File: src/core/tss_pkg.sv
// Shared constants and carriers of the trigger and sequence supervisor.
// Assumes a single 125 MHz system clock and an AHB-Lite register port.
package tss_pkg;

  // ---------------------------------------------
  // Register map
  // ---------------------------------------------
  localparam logic [7:0] TSS_CTRL_OFS = 8'h00;
  localparam logic [7:0] TSS_STAT_OFS = 8'h04;
  localparam logic [7:0] TSS_CNT_OFS = 8'h08;
  localparam int TSS_WIN_W = 5;
  localparam int TSS_SEQ_CNT_W = 8;
  localparam int TSS_LONG_CNT_W = 9;
  localparam int TSS_SHORT_CNT_W = 8;
  localparam logic [4:0] TSS_WIN_RST = 5'h10;
  localparam logic [7:0] TSS_SEQ_LOAD = 8'hFF;
  localparam logic [8:0] TSS_LONG_LOAD = 9'h1FF;
  localparam logic [7:0] TSS_SHORT_LOAD = 8'hFF;
  localparam logic [1:0] TSS_HTRANS_NONSEQ = 2'h2;
  localparam logic [2:0] TSS_HSIZE_WORD = 3'h2;

  // ---------------------------------------------
  // Carriers
  // ---------------------------------------------
  typedef struct packed {
    logic reload;
    logic mode_two;
    logic mode_one;
    logic [TSS_WIN_W-1:0] window;
  } tss_ctrl_t;

  typedef struct packed {
    logic fifo_overflow;
    logic write_address_inhibit;
    logic trigger_inhibit_two;
    logic trigger_inhibit_one;
    logic readout_error_inhibit;
    logic seq_error;
    logic seq_error_pending;
    logic close_trigger_flag;
    logic first_trigger;
  } tss_stat_t;

  typedef struct packed {
    logic [7:0] address;
    logic valid;
  } tss_addr_t;

  localparam tss_ctrl_t TSS_CTRL_RST = '{reload: 1'b0, mode_two: 1'b0,
    mode_one: 1'b0, window: TSS_WIN_RST};

endpackage

File: src/core/tss_top.sv
// Trigger and sequence supervisor of a pipeline-memory address controller.
// Assumes single-cycle taps and strobes from the readout and sequencer logic,
// all synchronous to clk_sys_i, and a read clock sampled as a plain input.
`timescale 1ns/1ps
`default_nettype none

module tss_top import tss_pkg::*; #(
  parameter int FIFO_DEPTH = 16,
  parameter logic [7:0] TOP_ADDRESS = 8'hFF
) (
  input wire logic clk_sys_i,
  input wire logic sys_rst_i,
  // AHB-Lite slave
  input wire logic hsel_i,
  input wire logic [31:0] haddr_i,
  input wire logic [1:0] htrans_i,
  input wire logic hwrite_i,
  input wire logic [2:0] hsize_i,
  input wire logic [31:0] hwdata_i,
  input wire logic hready_i,
  output logic hreadyout_o,
  output logic hresp_o,
  output logic [31:0] hrdata_o,
  // Trigger and readout side
  input wire logic trigger_in_i,
  input wire logic read_clock_i,
  input wire logic end_of_read_cycle_i,
  input wire logic read_fifo_push_i,
  input wire logic write_fifo_write_enable_bit_i,
  input wire logic [7:0] freed_address_i,
  input wire logic readout_tap_a_i,
  input wire logic readout_tap_b_i,
  input wire logic readout_tap_c_i,
  input wire logic done_fifo_push_i,
  // Address sequencer side
  input wire logic [7:0] seq_address_i,
  input wire logic seq_address_valid_i,
  input wire logic done_fifo_pop_i,
  output logic done_fifo_available_o,
  output logic [7:0] returned_address_o,
  output logic [7:0] write_address_o,
  output logic write_address_valid_o,
  // Flags and inhibits
  output logic close_trigger_flag_out_o,
  output logic sequence_error_o,
  output logic trigger_inhibit_one_o,
  output logic trigger_inhibit_two_o,
  output logic write_address_inhibit_o,
  output logic release_enable_pulse_o
);

  localparam int PTR_W = $clog2(FIFO_DEPTH);

  if (FIFO_DEPTH < 2 || (FIFO_DEPTH & (FIFO_DEPTH - 1)) != 0) begin
    $error("FIFO_DEPTH must be a power of two of at least 2");
  end

  function automatic logic [7:0] next_addr(input logic [7:0] a);
    next_addr = (a == TOP_ADDRESS) ? 8'h00 : a + 8'h01;
  endfunction

  // ---------------------------------------------
  // Register port
  // ---------------------------------------------
  tss_ctrl_t ctrl_ff;
  tss_stat_t stat;
  logic wr_pend_ff;
  logic [7:0] wr_addr_ff;
  logic [31:0] hrdata_ff;
  logic [4:0] win_cnt_ff;
  logic [7:0] seq_cnt_ff;
  logic [8:0] long_cnt_ff;
  logic [7:0] short_cnt_ff;

  wire logic addr_phase = hsel_i && htrans_i == TSS_HTRANS_NONSEQ && hready_i;
  wire logic word_acc = hsize_i == TSS_HSIZE_WORD;
  wire logic [7:0] acc_ofs = haddr_i[7:0];
  wire logic ctrl_wr = wr_pend_ff && wr_addr_ff == TSS_CTRL_OFS;
  wire logic [31:0] rd_mux =
    (acc_ofs == TSS_CTRL_OFS) ? {24'h000000, ctrl_ff} :
    (acc_ofs == TSS_STAT_OFS) ? {23'h000000, stat} :
    (acc_ofs == TSS_CNT_OFS) ?
      {2'h0, win_cnt_ff, seq_cnt_ff, long_cnt_ff, short_cnt_ff} : 32'h00000000;

  // Zero wait states keeps the slave trivially compliant
  assign hreadyout_o = 1'b1;
  assign hresp_o = 1'b0;
  assign hrdata_o = hrdata_ff;

  always_ff @(posedge clk_sys_i or posedge sys_rst_i) begin
    if (sys_rst_i) begin
      wr_pend_ff <= 1'b0;
      wr_addr_ff <= 8'h00;
      hrdata_ff <= 32'h00000000;
    end else begin
      wr_pend_ff <= addr_phase && hwrite_i && word_acc;
      wr_addr_ff <= acc_ofs;
      if (addr_phase && !hwrite_i) begin
        hrdata_ff <= word_acc ? rd_mux : 32'h00000000;
      end
    end
  end

  always_ff @(posedge clk_sys_i or posedge sys_rst_i) begin
    if (sys_rst_i) begin
      ctrl_ff <= TSS_CTRL_RST;
    end else if (ctrl_wr) begin
      ctrl_ff <= tss_ctrl_t'(hwdata_i[$bits(tss_ctrl_t)-1:0]);
    end
  end

  wire logic reload_and_reset = ctrl_ff.reload;

  // ---------------------------------------------
  // Close-trigger window
  // ---------------------------------------------
  logic first_ff, close_ff;
  wire logic win_term = first_ff && win_cnt_ff == 5'h00;

  always_ff @(posedge clk_sys_i or posedge sys_rst_i) begin
    if (sys_rst_i) begin
      first_ff <= 1'b0;
      close_ff <= 1'b0;
      win_cnt_ff <= TSS_WIN_RST;
    end else if (reload_and_reset || win_term) begin
      first_ff <= 1'b0;
      close_ff <= 1'b0;
      win_cnt_ff <= ctrl_ff.window;
    end else if (!first_ff) begin
      win_cnt_ff <= ctrl_ff.window;
      first_ff <= trigger_in_i;
    end else begin
      win_cnt_ff <= win_cnt_ff - 5'h01;
      if (trigger_in_i) begin
        close_ff <= 1'b1;
      end
    end
  end

  assign close_trigger_flag_out_o = close_ff;

  // ---------------------------------------------
  // Read-complete latches and FIFO
  // ---------------------------------------------
  logic [7:0] stage_a_ff, stage_b_ff, stage_c_ff, cap_rise_ff, cap_fall_ff;
  logic [7:0] fifo_mem [FIFO_DEPTH];
  logic [PTR_W:0] wptr_ff, rptr_ff;
  logic ovf_ff;

  wire logic fifo_empty = wptr_ff == rptr_ff;
  wire logic fifo_full = wptr_ff == {~rptr_ff[PTR_W], rptr_ff[PTR_W-1:0]};
  wire logic do_push = done_fifo_push_i && !fifo_full && !reload_and_reset;
  wire logic do_pop = done_fifo_pop_i && !fifo_empty && !reload_and_reset;

  always_ff @(posedge clk_sys_i or posedge sys_rst_i) begin
    if (sys_rst_i) begin
      stage_a_ff <= 8'h00;
      stage_b_ff <= 8'h00;
      stage_c_ff <= 8'h00;
    end else begin
      if (readout_tap_a_i) stage_a_ff <= freed_address_i;
      if (readout_tap_b_i) stage_b_ff <= stage_a_ff;
      if (readout_tap_c_i) stage_c_ff <= stage_b_ff;
    end
  end

  // Memory has no reset so it can map onto RAM
  always_ff @(posedge clk_sys_i) begin
    if (do_push) fifo_mem[wptr_ff[PTR_W-1:0]] <= stage_c_ff;
  end

  always_ff @(posedge clk_sys_i or posedge sys_rst_i) begin
    if (sys_rst_i) begin
      wptr_ff <= '0;
      rptr_ff <= '0;
      ovf_ff <= 1'b0;
      cap_rise_ff <= 8'h00;
    end else if (reload_and_reset) begin
      wptr_ff <= '0;
      rptr_ff <= '0;
      ovf_ff <= 1'b0;
    end else begin
      if (do_push) wptr_ff <= wptr_ff + 1'b1;
      if (do_pop) begin
        rptr_ff <= rptr_ff + 1'b1;
        cap_rise_ff <= fifo_mem[rptr_ff[PTR_W-1:0]];
      end
      // Pushes into a full FIFO are lost; flag it for software
      if (done_fifo_push_i && fifo_full) ovf_ff <= 1'b1;
    end
  end

  // Second capture on the falling edge gives the sequencer a half-cycle margin
  always_ff @(negedge clk_sys_i or posedge sys_rst_i) begin
    if (sys_rst_i) begin
      cap_fall_ff <= 8'h00;
    end else begin
      cap_fall_ff <= cap_rise_ff;
    end
  end

  assign done_fifo_available_o = !fifo_empty;
  assign returned_address_o = cap_fall_ff;

  // ---------------------------------------------
  // Sequence checker
  // ---------------------------------------------
  logic [7:0] last_addr_ff;
  logic last_valid_ff, pend_ff, seq_err_ff, readout_error_inhibit_ff;

  wire logic seq_block = reload_and_reset || !write_fifo_write_enable_bit_i || readout_error_inhibit_ff;
  wire logic seq_bad = seq_address_valid_i && last_valid_ff &&
    seq_address_i != next_addr(last_addr_ff) && !seq_block;
  wire logic seq_term = pend_ff && seq_cnt_ff == 8'h00;

  always_ff @(posedge clk_sys_i or posedge sys_rst_i) begin
    if (sys_rst_i) begin
      last_addr_ff <= 8'h00;
      last_valid_ff <= 1'b0;
    end else if (reload_and_reset) begin
      last_valid_ff <= 1'b0;
    end else if (seq_address_valid_i) begin
      last_addr_ff <= seq_address_i;
      last_valid_ff <= 1'b1;
    end
  end

  always_ff @(posedge clk_sys_i or posedge sys_rst_i) begin
    if (sys_rst_i) begin
      pend_ff <= 1'b0;
      seq_err_ff <= 1'b0;
      seq_cnt_ff <= TSS_SEQ_LOAD;
    end else if (reload_and_reset) begin
      pend_ff <= 1'b0;
      seq_err_ff <= 1'b0;
      seq_cnt_ff <= TSS_SEQ_LOAD;
    end else if (seq_bad && pend_ff) begin
      seq_err_ff <= 1'b1;
    end else if (seq_bad) begin
      pend_ff <= 1'b1;
      seq_cnt_ff <= TSS_SEQ_LOAD;
    end else if (seq_term) begin
      pend_ff <= 1'b0;
      seq_cnt_ff <= TSS_SEQ_LOAD;
    end else if (pend_ff) begin
      seq_cnt_ff <= seq_cnt_ff - 8'h01;
    end
  end

  assign sequence_error_o = seq_err_ff;

  // ---------------------------------------------
  // Inhibit and release
  // ---------------------------------------------
  logic push_d_ff, rclk_d_ff, eorc_ff, eorc_d_ff, ebp_ff;
  logic inh1_ff, inh2_ff, wainh_ff, long_run_ff, short_run_ff;

  wire logic push_rise = read_fifo_push_i && !push_d_ff;
  wire logic rclk_rise = read_clock_i && !rclk_d_ff;
  wire logic eorc_fall = eorc_d_ff && !eorc_ff;
  wire logic release_enable_pulse = eorc_fall && !read_fifo_push_i;
  wire logic long_term = long_run_ff && long_cnt_ff == 9'h000;
  wire logic short_term = short_run_ff && short_cnt_ff == 8'h00;
  wire logic any_mode = ctrl_ff.mode_one || ctrl_ff.mode_two;

  // End-of-read is only looked at on read clock rising edges
  always_ff @(posedge clk_sys_i or posedge sys_rst_i) begin
    if (sys_rst_i) begin
      push_d_ff <= 1'b0;
      rclk_d_ff <= 1'b0;
      eorc_ff <= 1'b0;
      eorc_d_ff <= 1'b0;
      ebp_ff <= 1'b0;
    end else begin
      push_d_ff <= read_fifo_push_i;
      rclk_d_ff <= read_clock_i;
      if (rclk_rise) eorc_ff <= end_of_read_cycle_i;
      eorc_d_ff <= eorc_ff;
      ebp_ff <= release_enable_pulse && !reload_and_reset;
    end
  end

  always_ff @(posedge clk_sys_i or posedge sys_rst_i) begin
    if (sys_rst_i) begin
      readout_error_inhibit_ff <= 1'b0;
      inh1_ff <= 1'b0;
      inh2_ff <= 1'b0;
      wainh_ff <= 1'b0;
    end else if (reload_and_reset) begin
      readout_error_inhibit_ff <= 1'b0;
      inh1_ff <= 1'b0;
      inh2_ff <= 1'b0;
      wainh_ff <= 1'b0;
    end else if (push_rise) begin
      readout_error_inhibit_ff <= 1'b1;
      inh1_ff <= inh1_ff || ctrl_ff.mode_one;
      inh2_ff <= inh2_ff || ctrl_ff.mode_two;
      wainh_ff <= wainh_ff || ctrl_ff.mode_two;
    end else begin
      if (long_term) begin
        inh2_ff <= 1'b0;
        readout_error_inhibit_ff <= 1'b0;
      end
      if (short_term) begin
        inh1_ff <= 1'b0;
        wainh_ff <= 1'b0;
      end
    end
  end

  always_ff @(posedge clk_sys_i or posedge sys_rst_i) begin
    if (sys_rst_i) begin
      long_run_ff <= 1'b0;
      short_run_ff <= 1'b0;
      long_cnt_ff <= TSS_LONG_LOAD;
      short_cnt_ff <= TSS_SHORT_LOAD;
    end else if (reload_and_reset) begin
      long_run_ff <= 1'b0;
      short_run_ff <= 1'b0;
      long_cnt_ff <= TSS_LONG_LOAD;
      short_cnt_ff <= TSS_SHORT_LOAD;
    end else begin
      if (ebp_ff) begin
        long_run_ff <= 1'b1;
        long_cnt_ff <= TSS_LONG_LOAD;
      end else if (long_term) begin
        long_run_ff <= 1'b0;
      end else if (long_run_ff) begin
        long_cnt_ff <= long_cnt_ff - 9'h001;
      end
      if (ebp_ff && any_mode) begin
        short_run_ff <= 1'b1;
        short_cnt_ff <= TSS_SHORT_LOAD;
      end else if (short_term) begin
        short_run_ff <= 1'b0;
      end else if (short_run_ff) begin
        short_cnt_ff <= short_cnt_ff - 8'h01;
      end
    end
  end

  assign release_enable_pulse_o = ebp_ff;
  assign trigger_inhibit_one_o = inh1_ff;
  assign trigger_inhibit_two_o = inh2_ff;
  assign write_address_inhibit_o = wainh_ff;

  // ---------------------------------------------
  // Write address path
  // ---------------------------------------------
  tss_addr_t wa_ff;

  always_ff @(posedge clk_sys_i or posedge sys_rst_i) begin
    if (sys_rst_i) begin
      wa_ff <= '0;
    end else if (wainh_ff) begin
      wa_ff.valid <= 1'b0;
    end else begin
      wa_ff <= '{address: seq_address_i, valid: seq_address_valid_i};
    end
  end

  assign write_address_o = wa_ff.address;
  assign write_address_valid_o = wa_ff.valid;

  // ---------------------------------------------
  // Status view
  // ---------------------------------------------
  assign stat = '{fifo_overflow: ovf_ff, write_address_inhibit: wainh_ff,
    trigger_inhibit_two: inh2_ff, trigger_inhibit_one: inh1_ff, readout_error_inhibit: readout_error_inhibit_ff,
    seq_error: seq_err_ff, seq_error_pending: pend_ff, close_trigger_flag: close_ff,
    first_trigger: first_ff};

endmodule

`default_nettype wire

File: config.mk
export PLATFORM = sky130hd
export DESIGN_NAME = tss_top
export DESIGN_NICKNAME = d
export VERILOG_FILES = /design/src/core/tss_pkg.sv /design/src/core/tss_top.sv
export SDC_FILE = /design/constraint.sdc
export NUM_CORES = 1
export LEC_CHECK = 0
export ABC_AREA = 1
export BUFFER_PORTS_ARGS = -buffer_cell sky130_fd_sc_hd__buf_2
export CORE_UTILIZATION = 50
export DETAILED_ROUTE_END_ITERATION = 12
export PLACE_DENSITY = 0.73
export SLEW_MARGIN = 5
export SYNTH_ARGS = -nofsm -noshare
export SYNTH_HDL_FRONTEND = slang
export SYNTH_SLANG_ARGS = --single-unit
File: constraint.sdc
create_clock -name clk_sys_i -period 4.6 [get_ports clk_sys_i]
set_input_delay 0.23 -clock clk_sys_i [delete_from_list [all_inputs] [get_ports clk_sys_i]]
set_output_delay 0.23 -clock clk_sys_i [all_outputs]
set_load 0.005 [all_outputs]
==> impl_metrics.yaml <==
drt:
  routedWlPerCell_um: 16.9
  via_count: 8775
  viasPerCell: 5.45
  wl_met1_um: 11800
  drc: 0
  firstDrtPassIters: 5
  antenna_left: 0
  dr.max_layer_used: "met4"
  drt_iter0_markers: 629
  wl_met2_um: 13400
  wl_met3_um: 1360
  drt_wl_total_um: 27100
clock_network:
  cts_setup_buffers: 0
  clockBufferDepth: 3
  ctsResizeCount: 0
  cts_htree_levels: 1
  clock_latency_ns: 0.54
  cts_buffers: 29
  cts_tree: "yes"
  clock_sinks: 289
  clkTransAtPathRegs_ns: 0.06
  clockRootBuffer: "clkbuf_16"
  hold_buffers: 33
synth:
  ys_seq_elements: 289
  syn_area_sq_um: 12100
  synth_cells: 1138
  ys_types: 49
  synth_edf_count: 128
  yosys-top-cells-area: "edfxtp_1 32%, dfrtp_1 26%, o21ai_0 7.2%"
  yosys-top-cells-count: "174 x o21ai_0, 145 x nand2_1, 128 x edfxtp_1"
  synth-async-reset-ratio: 0.557
  yosysSeqAreaShare: 0.651
  yosysMostFrequentCell: "o21ai_0"
  synth_warnings: 0
  netlist.area_leader.share: 0.317
  avgSynthCellArea_sq_um: 10.7
  ys.flop_type: "edfxtp_1"
  yosysTopAreaCell: "edfxtp_1"
sta:
  setup_violations: 0
  slew_violations: 0
  skew_ns: 0.0112
  hold_viol_final: 0
  max_slew_margin: 0.443
  rsz0062_at_grt: "false"
  finalSetupTns_ns: 0
  whs_ns: 0.00962
  worst_pin_slew_ns: 0.835
setup_path:
  critPathMaxStageDelay_ns: 0.38
  cp-start-kind: "register"
  required_ns: 4.37
  path_cells: "buf_2"
  r2r-start: "rptr_ff[3]"
  crit_start: "returned_address_o[2]"
  r2r-end: "fifo_mem[12][7]"
  critPathArrivalTime_ns: 3.32
  reg2reg_slack_ns: 1.70
  end_kind: "output port"
  cp_num_buf_inv: 1
  path_class: "reg2out"
  slowest_stage: "dfrtn_1"
  crit_family: "flip-flops"
  r2r_cells: 8
  crit_fanout: 1
power:
  p_per_area_nw_per_um2: 375
  internal_power_mw: 4.24
  pwr-share-seq: 0.533
  ir_drop_mv: 0.278
  p_clk_frac: 0.439
  p_leak_nw: 6.00
  p_sw_frac: 0.205
  p_sw_mw: 1.09
  power_frac_comb: 0.027
global_routing:
  grt_max_degree: 154
  grt_use_total: 0.224
  grt_pass1_vias: 8516
  grt_overflow: 0
  grt_pass1_wl_um: 43400
  antenna_found_initial: 0
run:
  maxCapViolCount: 0
cells_and_area:
  nNetsFinal: 1378
  drive_gt1_frac: 0.163
  antenna_cells: 0
  area_delta_synth_final_pct: 17.1
  fin_cells: 1609
worst_hold_path:
  worst_hold_path.num_cells: 3
  min-delay-start: "seq_address_i[4]"
  whs_endpoint: "write_address_o[4]"
  hold_path.class: "in2reg"
die:
  die_w_um: 158
  fp.dieH_um: 158
  ios: 159
  dieArea_sq_um: 24900
  start_util: 0.514
  row_count: 56
  coreArea_sq_um: 23600
status:
  status: "complete, no violations"
place:
  dp.cells: 1522
  gp_congestion: 0.811
  dp.final_hpwl_um: 17100
  numPortBuffers: 106
## cell usage in the layout (no fill, tap or decap), types with 2 or more instances in the layout
cell type      netlist  final
o21ai_0            174    174
nand2_1            145    145
edfxtp_1           128    128
nor2_1             126    126
dfrtp_1            126    126
buf_2                6    106
inv_1               88     87
nand3_1             70     70
a21oi_1             34     34
dlygate4sd3_1        0     33
clkbuf_16            0     29
dfstp_2             27     27
o221ai_1            24     24
o22ai_1             16     16
nor3_1              15     15
xor2_1              11     11
clkbuf_1            40     11
buf_4                5     11
o211ai_1            10     10
mux2_2              10     10
ha_1                10     10
nand4_1              9      9
o21a_1               8      8
dfrtn_1              8      8
clkinv_1             2      7
xnor2_1              5      5
conb_1               2      4
bufinv_16            0      4
nand3b_1             3      3
nor4_1               3      3
nand2_4              3      3
nor2_2               3      3
nand3_2              3      3
clkinv_2             0      3
o21bai_1             2      2
nand2_2              2      2
nor2_4               2      2
a31oi_1              2      2
## cell families (layout without fill, tap and decap cells)
family / after synthesis / in the layout / synth area share
adder cells (fa/ha/maj): 10 / 10 / 0.0103
multiplexers: 10 / 10 / 0.00927
AND/OR/NAND/NOR: 389 / 389 / 0.140
AO/OA/AOI/OAI: 277 / 277 / 0.129
buffers and inverters: 145 / 295 / 0.0477
other: 2 / 4 / 0.000618
flip-flops: 289 / 289 / 0.651
XOR/XNOR: 16 / 16 / 0.0115
## metrics by stage
step	total power, mW	setup slack, ns	instance area [sq um]	util
floorplan	2.94	0.164	12200	-
global placement	3.01	1.61	12900	0.548
detailed placement	3.02	1.61	12900	0.548
CTS	5.37	1.05	14200	0.602
global route	5.49	1.01	14200	0.602
finish	5.33	1.05	14200	0.602
## worst register-to-register path: cells and delay by family, from the launching register on
kind | cells | cell delay (ns)
flops | 1 | 0.60
buf+inv | 1 | 0.35
simple gates | 7 | 1.57
## layer usage
layer  track usage  vias up
li1              -     4205
met1         0.300     4255
met2         0.376      258
met3        0.0298       57
met4        0.0758        0
met5             0        -
## power groups by stage
stage / Combinational, mW / Clock (mW) / Sequential (mW)
after floorplan: 0.0740 / 0 / 2.86
after global placement: 0.121 / 0 / 2.89
after detailed placement: 0.123 / 0 / 2.89
after CTS: 0.145 / 2.38 / 2.84
after global routing: 0.164 / 2.47 / 2.85
final: 0.145 / 2.34 / 2.85
## flip-flops by register name, summed over array words and instances, names as in the netlist, 7 cells and up
name                flops
stage_b_ff              8
short_cnt_ff            8
hrdata_o               30
ctrl_ff                 7
long_cnt_ff             9
returned_address_o      8
last_addr_ff            8
wr_addr_ff              8
seq_cnt_ff              8
write_address_o         8
stage_a_ff              8
cap_rise_ff             8
stage_c_ff              8
fifo_mem              128
## final cells by class
cell class	instances	area (sq um)
clock buffers	41	781
clock inverters	13	163
fillers	1874	9390
inverters	90	342
multi-input cells	706	3670
flip-flops and latches	289	7910
well taps	319	399
repair buffers	151	963
## how the worst max path moves through the flow
stage / cells past startpoint / slack, ns / to
after global routing: 1 / 1.01 / returned_address_o[7]
after detailed placement: 1 / 1.61 / returned_address_o[2]
after global placement: 1 / 1.61 / returned_address_o[1]
final: 1 / 1.05 / returned_address_o[2]
after floorplan: 1 / 0.16 / returned_address_o[0]
after CTS: 1 / 1.05 / returned_address_o[2]
No activity file was read; power rests on OpenSTA's default activity.
